**src/pitc_pkg.sv**
```systemverilog
/*
 * Constants, field layout and carrier types for the paired interval timer with capture.
 * Assumes a 32-bit APB slave on a single clock; oscillator inputs are asynchronous pins.
 */
`default_nettype none

package pitc_pkg;

    // ****************************************************************
    // Register byte offsets
    // ****************************************************************
    localparam logic [7:0] OFF_LOW_CMP   = 8'h00;
    localparam logic [7:0] OFF_HIGH_CMP  = 8'h04;
    localparam logic [7:0] OFF_CTL       = 8'h08;
    localparam logic [7:0] OFF_DIV_LOW   = 8'h0C;
    localparam logic [7:0] OFF_DIV_HIGH  = 8'h10;
    localparam logic [7:0] OFF_CSEL      = 8'h14;
    localparam logic [7:0] OFF_CC        = 8'h18;
    localparam logic [7:0] OFF_CAP_HOLD  = 8'h1C;
    localparam logic [7:0] OFF_STATUS    = 8'h20;
    localparam logic [7:0] OFF_COUNTERS  = 8'h24;

    // ****************************************************************
    // Field positions
    // ****************************************************************
    localparam int unsigned CTL_LOW_RUN    = 0;
    localparam int unsigned CTL_CH1_RUN    = 1;
    localparam int unsigned CTL_HIGH_RUN   = 2;
    localparam int unsigned CTL_CH3_RUN    = 3;
    localparam int unsigned CTL_MODE_LSB   = 4;
    localparam int unsigned DIV_EVEN_LSB   = 0;
    localparam int unsigned DIV_ODD_LSB    = 4;
    localparam int unsigned CSEL_COUNT_LSB = 0;
    localparam int unsigned CSEL_CAP_LSB   = 4;
    localparam int unsigned CC_CAPTURE_ENABLE_BIT       = 0;
    localparam int unsigned CC_CLEAR       = 1;
    localparam int unsigned CC_TRIG_LSB    = 4;
    localparam int unsigned ST_CAPTURED    = 0;
    localparam int unsigned ST_LOW_MATCH   = 1;
    localparam int unsigned ST_HIGH_MATCH  = 2;
    localparam int unsigned ST_OVERRUN     = 3;

    // ****************************************************************
    // Reset values and encodings
    // ****************************************************************
    localparam logic [15:0] RST_CMP      = 16'hFFFF;
    localparam logic [7:0]  RST_BYTE     = 8'h00;
    localparam logic [1:0]  MODE_CAPTURE = 2'h1;
    localparam logic [6:0]  PRE_FULL     = 7'h7F;

    typedef enum logic [1:0] {
        TRIG_HIGH_MATCH,
        TRIG_PIN_RISE,
        TRIG_PIN_FALL,
        TRIG_NONE
    } pitc_trig_e;

    // ****************************************************************
    // Carrier types
    // ****************************************************************
    typedef struct packed {
        logic [15:0] low_cmp;
        logic [15:0] high_cmp;
        logic [7:0]  ctl;
        logic [7:0]  div_low;
        logic [7:0]  div_high;
        logic [7:0]  csel;
        logic [7:0]  cc;
    } pitc_cfg_s;

    typedef struct packed {
        logic captured;
        logic low_match;
        logic high_match;
        logic overrun;
    } pitc_evt_s;

endpackage : pitc_pkg

`default_nettype wire

```
**src/pitc_top.sv**
```systemverilog
/*
 * Paired interval timer with 16-bit capture: low pair counts a selected count clock,
 * high pair counts a selected capture clock and its compare match can capture the low count.
 * Assumes osc_in and cap_trig_in are asynchronous pins, each far slower than mclk / 2.
 */
`default_nettype none

module pitc_top (
    // Clock, reset and enable
    input  wire logic        mclk,
    input  wire logic        rstn,
    input  wire logic        ce,
    // APB slave
    input  wire logic [7:0]  paddr,
    input  wire logic        psel,
    input  wire logic        penable,
    input  wire logic        pwrite,
    input  wire logic [31:0] pwdata,
    output var  logic [31:0] prdata,
    output var  logic        pready,
    output var  logic        pslverr,
    // Oscillator and trigger pins
    input  wire logic [7:0]  osc_in,
    input  wire logic        cap_trig_in,
    // Capture event
    output var  logic        capture_pulse
);

    // ****************************************************************
    // Pin synchronisers and edge detection
    // ****************************************************************
    logic [8:0] sync1_q, sync2_q, sync3_q;
    logic [8:0] pin_rise, pin_fall;

    always_ff @(posedge mclk or negedge rstn) begin
        if (!rstn) begin
            sync1_q <= '0;
            sync2_q <= '0;
            sync3_q <= '0;
        end else if (ce) begin
            sync1_q <= {cap_trig_in, osc_in};
            sync2_q <= sync1_q;
            sync3_q <= sync2_q;
        end
    end

    // Edges come from the second and third stages only, never the first.
    assign pin_rise = sync2_q & ~sync3_q;
    assign pin_fall = ~sync2_q & sync3_q;

    // ****************************************************************
    // Divider mask: a field value n divides the source by 2 to the n
    // ****************************************************************
    // A tick needs the n low prescaler bits all at one, once every 2 to the n edges.
    // A field of zero gives an empty mask, so every source edge is a tick.
    function automatic logic [6:0] div_mask(input logic [2:0] n);
        div_mask = pitc_pkg::PRE_FULL >> (3'd7 - n);
    endfunction : div_mask

    // ****************************************************************
    // State
    // ****************************************************************
    pitc_pkg::pitc_cfg_s cfg_q, cfg_d;
    pitc_pkg::pitc_evt_s sts_q, sts_d;
    logic [15:0] low_cnt_q, low_cnt_d;
    logic [15:0] high_cnt_q, high_cnt_d;
    logic [15:0] hold_q, hold_d;
    logic [6:0]  pre_low_q, pre_low_d;
    logic [6:0]  pre_high_q, pre_high_d;
    logic        cap_pulse_q, cap_pulse_d;
    logic [31:0] prdata_q, prdata_d;
    logic        pready_q, pready_d;
    logic        pslverr_q, pslverr_d;

    // ****************************************************************
    // Decoded controls
    // ****************************************************************
    logic       low_run, high_run, capture_mode, clear_after;
    logic [1:0] mode_field;
    logic [2:0] div0, div2, count_sel, cap_sel;
    logic [1:0] trig_sel;
    logic       count_src_tick, cap_src_tick;
    logic       low_tick, high_tick, low_match, high_match, cap_ev;

    assign low_run     = cfg_q.ctl[pitc_pkg::CTL_LOW_RUN];
    assign high_run    = cfg_q.ctl[pitc_pkg::CTL_HIGH_RUN];
    assign mode_field  = cfg_q.ctl[pitc_pkg::CTL_MODE_LSB +: 2];
    assign div0        = cfg_q.div_low[pitc_pkg::DIV_EVEN_LSB +: 3];
    assign div2        = cfg_q.div_high[pitc_pkg::DIV_EVEN_LSB +: 3];
    assign count_sel   = cfg_q.csel[pitc_pkg::CSEL_COUNT_LSB +: 3];
    assign cap_sel     = cfg_q.csel[pitc_pkg::CSEL_CAP_LSB +: 3];
    assign trig_sel    = cfg_q.cc[pitc_pkg::CC_TRIG_LSB +: 2];
    assign clear_after = cfg_q.cc[pitc_pkg::CC_CLEAR];
    // Capture needs both the mode field at 01b and the capture enable bit.
    assign capture_mode = (mode_field == pitc_pkg::MODE_CAPTURE)
                        && cfg_q.cc[pitc_pkg::CC_CAPTURE_ENABLE_BIT];

    assign count_src_tick = pin_rise[count_sel];
    assign cap_src_tick   = pin_rise[cap_sel];

    // Prescaled ticks; a divider field of zero passes every source edge.
    assign low_tick  = low_run && count_src_tick
                     && ((pre_low_q & div_mask(div0)) == div_mask(div0));
    assign high_tick = high_run && cap_src_tick
                     && ((pre_high_q & div_mask(div2)) == div_mask(div2));
    assign low_match  = low_tick && (low_cnt_q == cfg_q.low_cmp);
    assign high_match = high_tick && (high_cnt_q == cfg_q.high_cmp);

    // ****************************************************************
    // Capture trigger selection
    // ****************************************************************
    always_comb begin
        case (pitc_pkg::pitc_trig_e'(trig_sel))
            pitc_pkg::TRIG_HIGH_MATCH: cap_ev = capture_mode && high_match;
            pitc_pkg::TRIG_PIN_RISE:   cap_ev = capture_mode && pin_rise[8];
            pitc_pkg::TRIG_PIN_FALL:   cap_ev = capture_mode && pin_fall[8];
            default:                   cap_ev = 1'b0;
        endcase
    end

    // ****************************************************************
    // Counters and capture
    // ****************************************************************
    always_comb begin
        pre_low_d   = pre_low_q;
        pre_high_d  = pre_high_q;
        low_cnt_d   = low_cnt_q;
        high_cnt_d  = high_cnt_q;
        hold_d      = hold_q;
        cap_pulse_d = cap_ev;
        if (low_run && count_src_tick) begin
            pre_low_d = pre_low_q + 7'd1;
        end
        if (high_run && cap_src_tick) begin
            pre_high_d = pre_high_q + 7'd1;
        end
        // In capture mode the low pair runs free; otherwise it reloads on its match.
        if (low_tick) begin
            if (!capture_mode && low_match) begin
                low_cnt_d = 16'h0000;
            end else begin
                low_cnt_d = low_cnt_q + 16'd1;
            end
        end
        // The high pair always restarts on match, which sets the trigger interval.
        if (high_tick) begin
            if (high_match) begin
                high_cnt_d = 16'h0000;
            end else begin
                high_cnt_d = high_cnt_q + 16'd1;
            end
        end
        if (cap_ev) begin
            hold_d = low_cnt_q;
            if (clear_after) begin
                low_cnt_d = 16'h0000;
            end
        end
    end

    always_ff @(posedge mclk or negedge rstn) begin
        if (!rstn) begin
            pre_low_q   <= '0;
            pre_high_q  <= '0;
            low_cnt_q   <= '0;
            high_cnt_q  <= '0;
            hold_q      <= '0;
            cap_pulse_q <= 1'b0;
        end else if (ce) begin
            pre_low_q   <= pre_low_d;
            pre_high_q  <= pre_high_d;
            low_cnt_q   <= low_cnt_d;
            high_cnt_q  <= high_cnt_d;
            hold_q      <= hold_d;
            cap_pulse_q <= cap_pulse_d;
        end
    end

    // ****************************************************************
    // APB slave: one wait state, writes and reads complete with pready
    // ****************************************************************
    logic        acc_done, wr_done;
    logic [31:0] rd_word;
    logic        addr_bad;

    assign acc_done = psel && penable && pready_q;
    assign wr_done  = acc_done && pwrite && !pslverr_q;

    always_comb begin
        rd_word  = 32'h0000_0000;
        addr_bad = 1'b0;
        if (paddr == pitc_pkg::OFF_LOW_CMP) begin
            rd_word = {16'h0000, cfg_q.low_cmp};
        end else if (paddr == pitc_pkg::OFF_HIGH_CMP) begin
            rd_word = {16'h0000, cfg_q.high_cmp};
        end else if (paddr == pitc_pkg::OFF_CTL) begin
            rd_word = {24'h00_0000, cfg_q.ctl};
        end else if (paddr == pitc_pkg::OFF_DIV_LOW) begin
            rd_word = {24'h00_0000, cfg_q.div_low};
        end else if (paddr == pitc_pkg::OFF_DIV_HIGH) begin
            rd_word = {24'h00_0000, cfg_q.div_high};
        end else if (paddr == pitc_pkg::OFF_CSEL) begin
            rd_word = {24'h00_0000, cfg_q.csel};
        end else if (paddr == pitc_pkg::OFF_CC) begin
            rd_word = {24'h00_0000, cfg_q.cc};
        end else if (paddr == pitc_pkg::OFF_CAP_HOLD) begin
            rd_word = {16'h0000, hold_q};
        end else if (paddr == pitc_pkg::OFF_STATUS) begin
            rd_word = {28'h000_0000, sts_q.overrun, sts_q.high_match,
                       sts_q.low_match, sts_q.captured};
        end else if (paddr == pitc_pkg::OFF_COUNTERS) begin
            rd_word = {high_cnt_q, low_cnt_q};
        end else begin
            addr_bad = 1'b1;
        end
    end

    always_comb begin
        pready_d  = 1'b0;
        prdata_d  = prdata_q;
        pslverr_d = 1'b0;
        if (psel && penable && !pready_q) begin
            pready_d  = 1'b1;
            pslverr_d = addr_bad;
            prdata_d  = pwrite ? 32'h0000_0000 : rd_word;
        end
    end

    // ****************************************************************
    // Configuration registers
    // ****************************************************************
    always_comb begin
        cfg_d = cfg_q;
        if (wr_done) begin
            if (paddr == pitc_pkg::OFF_LOW_CMP) begin
                cfg_d.low_cmp = pwdata[15:0];
            end else if (paddr == pitc_pkg::OFF_HIGH_CMP) begin
                cfg_d.high_cmp = pwdata[15:0];
            end else if (paddr == pitc_pkg::OFF_CTL) begin
                cfg_d.ctl = pwdata[7:0];
            end else if (paddr == pitc_pkg::OFF_DIV_LOW) begin
                cfg_d.div_low = pwdata[7:0];
            end else if (paddr == pitc_pkg::OFF_DIV_HIGH) begin
                cfg_d.div_high = pwdata[7:0];
            end else if (paddr == pitc_pkg::OFF_CSEL) begin
                cfg_d.csel = pwdata[7:0];
            end else if (paddr == pitc_pkg::OFF_CC) begin
                cfg_d.cc = pwdata[7:0];
            end
        end
    end

    // ****************************************************************
    // Sticky status, cleared by writing one; a new event beats the clear
    // ****************************************************************
    logic [3:0] clr_bits;

    assign clr_bits = (wr_done && paddr == pitc_pkg::OFF_STATUS) ? pwdata[3:0] : 4'h0;

    always_comb begin
        sts_d.captured   = cap_ev
                         || (sts_q.captured && !clr_bits[pitc_pkg::ST_CAPTURED]);
        sts_d.low_match  = low_match
                         || (sts_q.low_match && !clr_bits[pitc_pkg::ST_LOW_MATCH]);
        sts_d.high_match = high_match
                         || (sts_q.high_match && !clr_bits[pitc_pkg::ST_HIGH_MATCH]);
        // Overrun warns that a held value was replaced before software took it.
        sts_d.overrun    = (cap_ev && sts_q.captured)
                         || (sts_q.overrun && !clr_bits[pitc_pkg::ST_OVERRUN]);
    end

    always_ff @(posedge mclk or negedge rstn) begin
        if (!rstn) begin
            cfg_q.low_cmp  <= pitc_pkg::RST_CMP;
            cfg_q.high_cmp <= pitc_pkg::RST_CMP;
            cfg_q.ctl      <= pitc_pkg::RST_BYTE;
            cfg_q.div_low  <= pitc_pkg::RST_BYTE;
            cfg_q.div_high <= pitc_pkg::RST_BYTE;
            cfg_q.csel     <= pitc_pkg::RST_BYTE;
            cfg_q.cc       <= pitc_pkg::RST_BYTE;
            sts_q          <= '0;
            prdata_q       <= '0;
            pready_q       <= 1'b0;
            pslverr_q      <= 1'b0;
        end else if (ce) begin
            cfg_q     <= cfg_d;
            sts_q     <= sts_d;
            prdata_q  <= prdata_d;
            pready_q  <= pready_d;
            pslverr_q <= pslverr_d;
        end
    end

    assign prdata        = prdata_q;
    assign pready        = pready_q;
    assign pslverr       = pslverr_q;
    assign capture_pulse = cap_pulse_q;

endmodule : pitc_top

`default_nettype wire

```
**config.mk**
```make
export PLATFORM = sky130hd
export DESIGN_NAME = pitc_top
export DESIGN_NICKNAME = d
export VERILOG_FILES = /design/src/pitc_pkg.sv /design/src/pitc_top.sv
export SDC_FILE = /design/constraint.sdc
export NUM_CORES = 1
export LEC_CHECK = 0
export BUFFER_PORTS_ARGS = -buffer_cell sky130_fd_sc_hd__buf_2
export CORE_MARGIN = 4
export CORE_UTILIZATION = 50
export CTS_CLUSTER_DIAMETER = 200
export DETAILED_ROUTE_END_ITERATION = 8
export GPL_ROUTABILITY_DRIVEN = 0
export PLACE_DENSITY = 0.81
export SYNTH_ARGS = -nofsm -noshare
export SYNTH_HDL_FRONTEND = slang
export SYNTH_SLANG_ARGS = --single-unit
```
**constraint.sdc**
```tcl
create_clock -name mclk -period 3.1 [get_ports mclk]
set_clock_uncertainty 0.2 [all_clocks]
set_input_delay 0.62 -clock mclk [delete_from_list [all_inputs] [get_ports mclk]]
set_output_delay 0.62 -clock mclk [all_outputs]
set_load 0.1 [all_outputs]
```
After elaboration in Yosys (flattened, before gate mapping)
Cells that the tools add are included.
{"block": "word_totals", "regBits": 200, "in_bits": 55, "wordCells": 142}
{"block": "classes", "addsub": 6, "n_lt_le_gt_ge": 2, "n_eq_ne": 16, "shift": 2, "muxes": 34, "bitwise_logic": 12, "reduce_logical": 47}
{"op": "two-way mux 32 bit", "n": 11}
{"op": "two-way mux 16 bit", "n": 5}
{"op": "adder 16 x 1 -> 16 bit, second input constant", "n": 2}
{"op": "equality test 16 bit", "n": 2}
{"op": "equality test 8 x 5 -> 1 bit, second input constant", "n": 4}
{"op": "logical AND 1 bit", "n": 22}
{"op": "bitwise AND 9 bit", "n": 2}
{"op": "inverter 9 bit", "n": 2}
{"op": "equality test 8 x 4 -> 1 bit, second input constant", "n": 2}
{"op": "equality test 8 x 6 -> 1 bit, second input constant", "n": 2}
{"op": "adder 7 x 1 -> 7 bit, second input constant", "n": 2}
{"op": "bitwise AND 7 bit", "n": 2}
{"op": "equality test 7 bit", "n": 2}
{"op": "two-way mux 1 bit", "n": 14}
{"op": ">> shifter 7 x 3 -> 7 bit, first input constant", "n": 2}
{"op": "less-than comparator 3 x 5 -> 1 bit, second input constant", "n": 2}
{"op": "AND reduction 2 bit", "n": 5}
{"op": "AND reduction 9 bit", "n": 1}
{"op": "equality test 8 x 3 -> 1 bit, second input constant", "n": 1}
{"op": "logical NOT 8 bit", "n": 1}
{"op": "AND reduction 8 bit", "n": 1}
{"op": "logical NOT 1 bit", "n": 7}
{"op": "AND reduction 7 bit", "n": 1}
{"op": "binary-select mux 1 bit (select 3 bit)", "n": 2}
{"op": "other kinds (12)", "n": 22}

Depth between registers and ports, before layout
{"block": "depth", "depth_word": 12, "ltp_mapped": 10, "mapped_depth_nobuf": 9}

Worst setup path after synthesis
Ideal clock, no wire load.
{"block": "synth_path", "path_type": "reg-to-reg", "start": "register pready_q, in the netlist pready", "end": "register cfg_q[24] (netlist bit)", "setup_ps": 125, "arrival_ps": 2465, "slack_ps": 310, "stages_incl_launch_ff": 8, "period_less_slack_ps": 2790, "cell_sequence": "dfrtp_1 nand2_1 or3_1 clkbuf_1 nor2_1 and3_1 clkbuf_1 mux2_2"}
{"block": "synth_via", "elab_chain_cells": 4}
{"element": "from (decl)", "line": "pitc_top.sv:72", "rtl": "logic pready_q, pready_d;"}
{"element": "from (signal assigned)", "line": "pitc_top.sv:289", "rtl": "pready_q <= pready_d;"}
{"element": "logical AND 1 bit", "line": "pitc_top.sv:186", "rtl": "assign acc_done = psel && penable && pready_q;"}
{"element": "logical AND 1 bit (2 in a row)", "line": "pitc_top.sv:187", "rtl": "assign wr_done = acc_done && pwrite && !pslverr_q;"}
{"element": "AND reduction 6 bit (no source line)"}
{"element": "to (signal assigned)", "line": "pitc_top.sv:286", "rtl": "cfg_q <= cfg_d;"}
{"element": "to (decl)", "line": "pitc_top.sv:63", "rtl": "pitc_pkg::pitc_cfg_s cfg_q, cfg_d;"}
Every way passes these cells.
A chain may end at the register's enable or synchronous reset.

Worst setup path in the final report
{"block": "layout_path", "start": "register cfg_q[51] (netlist bit)", "end": "register low_cnt_q[6]"}
{"block": "layout_via", "elab_chain_cells": 5}
{"element": "equality test 16 bit", "line": "pitc_top.sv:107", "rtl": "assign high_match = high_tick && (high_cnt_q == cfg_q.high_cmp);"}
{"element": "logical AND 1 bit", "line": "pitc_top.sv:107"}
{"element": "logical AND 1 bit", "line": "pitc_top.sv:114", "rtl": "pitc_pkg::TRIG_HIGH_MATCH: cap_ev = capture_mode && high_match;"}
{"element": "case mux 1 bit (3 select lines)", "line": "pitc_top.sv:113", "rtl": "case (pitc_pkg::pitc_trig_e'(trig_sel))"}
{"element": "two-way mux 16 bit", "line": "pitc_top.sv:153", "rtl": "if (cap_ev) begin"}
{"element": "to (signal assigned)", "line": "pitc_top.sv:172", "rtl": "low_cnt_q <= low_cnt_d;"}
{"element": "to (decl)", "line": "pitc_top.sv:65", "rtl": "logic [15:0] low_cnt_q, low_cnt_d;"}
Every way passes these cells.

==> flow_summary.ini <==
[pwr]
ir_drop_mv = 0.3860
p_leak_nw = 5.286
power_density_nw_per_um2 = 501.4

[detailed_routing]
viasPerCell = 6.049
drcViolationCount = 0
vias = 7313
antenna_left = 0
drtIter0Drc = 580
first_pass_iters = 5
wire_per_inst_um = 20.28
drt_wl_total_mm = 24.52

[sta]
setup_viol_count_final = 0
max-slew-margin-rel_pct = 56.93
whs_ns = 0.2177
setup_slack_ns = 0.1521
slew_violations = 0
period_needed_ns = 2.948
worst_pin_slew_ns = 0.6460
max_freq_ghz = 0.3392
rsz0062_at_grt = false
period_share_pct = 95.09
hold_viol = 0
fin_tns_setup_ns = 0

[placement]
dp_hpwl_mm = 17.28
pre_cts_ws_ns = 0.1871
portBuffers = 73

[setup_path]
crit_path_start = cfg_q[51]
crit_fanout = 12
critPathMaxStageDelay_ns = 0.58
critPathKind = reg -> reg
cp.arrival_ns = 3.06
end_kind = flop
worstPathCellList = xor2_1 > nor4_2 > nand4_4 > o41ai_4 > a21oi_1 > buf_12 > and3_1 > a221o_1
crit_required_ns = 3.21
cp_slowest_cell = dfstp_2
cp-start-kind = flop
timing.rr.start = cfg_q[51]

[clocking]
clock_path_buffers = 2
clk_latency_ns = 0.43
post_cts_buffers = 0
cts_buffers = 17
htreeDepth = 4
clock-sinks = 200
clk_pin_slew_worst_paths_ns = 0.07
cts_root_buf = clkbuf_16
cts_tree = built

[synth]
yosysSeqAreaShare_pct = 51.42
synth-async-reset-ratio_pct = 100.0
synth_edf_count = 0
synth.yosys.warnings = 0
synth.cell_area_um2 = 9811
synth-seq-cells = 200
ys.flop_type = dfrtp_1
synth.avg_cell_area_um2 = 11.58
synth_cell_types = 69
synth_cells = 847
syn_nets = 909

[final_layout]
diodes = 0
syn_to_final_growth_pct = 14.77
nFillCells = 1552
drive_gt1_share_pct = 32.14
nNetsFinal = 998

[worst_hold_path]
worstHoldStart = cap_trig_in
min_path_type = in -> reg

[grt]
grt_max_degree = 70
grt_pass1_vias = 7329
antenna_found_initial = 1
overflow = 0
grt_pass1_wl_mm = 39.83
grt_use_total_pct = 22.92

[floorplanning]
start_util_pct = 51.59
fp.coreArea_um2 = 19020
io_pins = 90
die_w_um = 148.1
rows = 50
die-area_um2 = 21930
dieHeight_um = 148.1

[status]
run_status = finished clean

[run]
drv_cap = 0
[routing by layer]
metal / vias to the layer above / track usage (%) / routed length (um)
met5: - / 0 / 12
met4: 2 / 6.005 / 389
met3: 39 / 4.449 / 1984
met2: 324 / 36.45 / 11850
met1: 3648 / 32.61 / 10280
li1: 3300 / - / -
[cells in the final DEF (no fill, tap or decap), types with 16 or more instances in the layout]
cell       count
dfrtp_1      168
mux2_2       102
buf_2         72
nand2_1       54
o21ai_0       43
nor2_1        42
buf_4         38
xor2_1        36
dfstp_2       32
a22o_1        30
nand3_1       26
nand4_1       21
inv_1         20
clkbuf_16     17
a21oi_1       16
[flip-flops by register name, indices dropped and copies added (netlist names)]
signal and flops:
pre_high_q 7, low_cnt_q 16, hold_q 16, capture_pulse 1, sync3_q 9, sts_q 4
sync2_q 9, pready 1, sync1_q 9, high_cnt_q 16, prdata 32, pre_low_q 7
pslverr 1, cfg_q 69, cap_sel 3
[cells in the mapped netlist (9+ instances only)]
master,number,area (um^2)
nor4_1,10,62.56
inv_1,20,75.07
nand2b_1,14,87.58
xor2_1,36,315.3
dfstp_2,32,840.8
a22o_1,30,262.8
a221oi_1,10,87.58
mux2i_1,10,100.1
o31ai_1,11,82.58
and3_1,15,93.84
o21ai_0,43,215.2
mux2_4,9,135.1
a21oi_1,16,80.08
nor2_1,42,157.7
mux2_2,102,1149
xnor2_1,13,113.9
dfrtp_1,168,4204
nand4_1,21,131.4
o22ai_1,13,81.33
clkbuf_1,31,116.4
nand2_1,54,202.7
nand3_1,26,130.1
[through the flow]
| step | area, um^2 | power, mW | std cells | util [%] |
|---|---|---|---|---|
| after floorplan | 9811 | 3.196 | 847 | - |
| final | 11260 | 5.646 | 1209 | 59.20 |
| after CTS | 11260 | 5.674 | 1209 | 59.20 |
| after detailed placement | 10650 | 3.430 | 1176 | 56.00 |
| after global routing | 11260 | 5.865 | 1209 | 59.20 |
| after global placement | 10650 | 3.404 | 1176 | 56.00 |
[power by group]
part           internal (mW)  switching [mW]  leakage (nW)  total (mW)
clock                   1.30           0.949         0.291        2.25
combinational          0.213           0.288          2.41       0.500
sequential              2.73           0.162          2.59        2.89
total                   4.25            1.40          5.29        5.65
[critical path, delay by kind of cell (launching register included)]
family | cells | cell delay (ns)
xor+xnor | 1 | 0.08
flops | 1 | 0.58
compound gates | 3 | 0.94
buf+inv | 1 | 0.18
simple gates | 3 | 0.86
[area by class of cell]
cell class,count,area [um^2],share of cell area [%]
clock buffer,26,509.2,4.523
clock inverter,6,90.09,0.8001
inverter,21,78.83,0.7001
multi-input combinational,582,4502,39.98
sequential,200,5045,44.81
tap,260,325.3,2.889
timing repair buffer,114,709.4,6.301
[worst paths after layout]
kind                                     end  slack (ns)  depth (start not counted)
worst max-delay path            low_cnt_q[6]        0.15                          8
worst min register to register     prdata[8]        0.27                          2
worst min-delay path              sync1_q[8]        0.22                          2
min in group asynchronous         prdata[18]        0.54                          2
worst max register to register  low_cnt_q[6]        0.15                          8
max in group asynchronous         sync3_q[8]        1.32                          3
[what timing repair did]
action	4_1_cts	5_1_grt
hold buffers	1	0
resized for setup	0	0
endpoints found under the hold margin	10	0
endpoints found under the setup margin	0	0
[cell families (layout without fill, tap and decap cells)]
| kind of cell | count (synthesis) | after routing | synth area share (%) |
|---|---|---|---|
| AOI/OAI and AO/OA | 164 | 164 | 12.15 |
| xor gates and xnor gates | 49 | 49 | 4.374 |
| adders and majority gates | 7 | 7 | 0.8927 |
| buffers and inverters | 65 | 167 | 2.691 |
| DFF | 200 | 200 | 51.42 |
| muxes | 125 | 125 | 14.79 |
| and+or+nand+nor | 237 | 237 | 13.67 |
(Power assumes the default switching activity.)
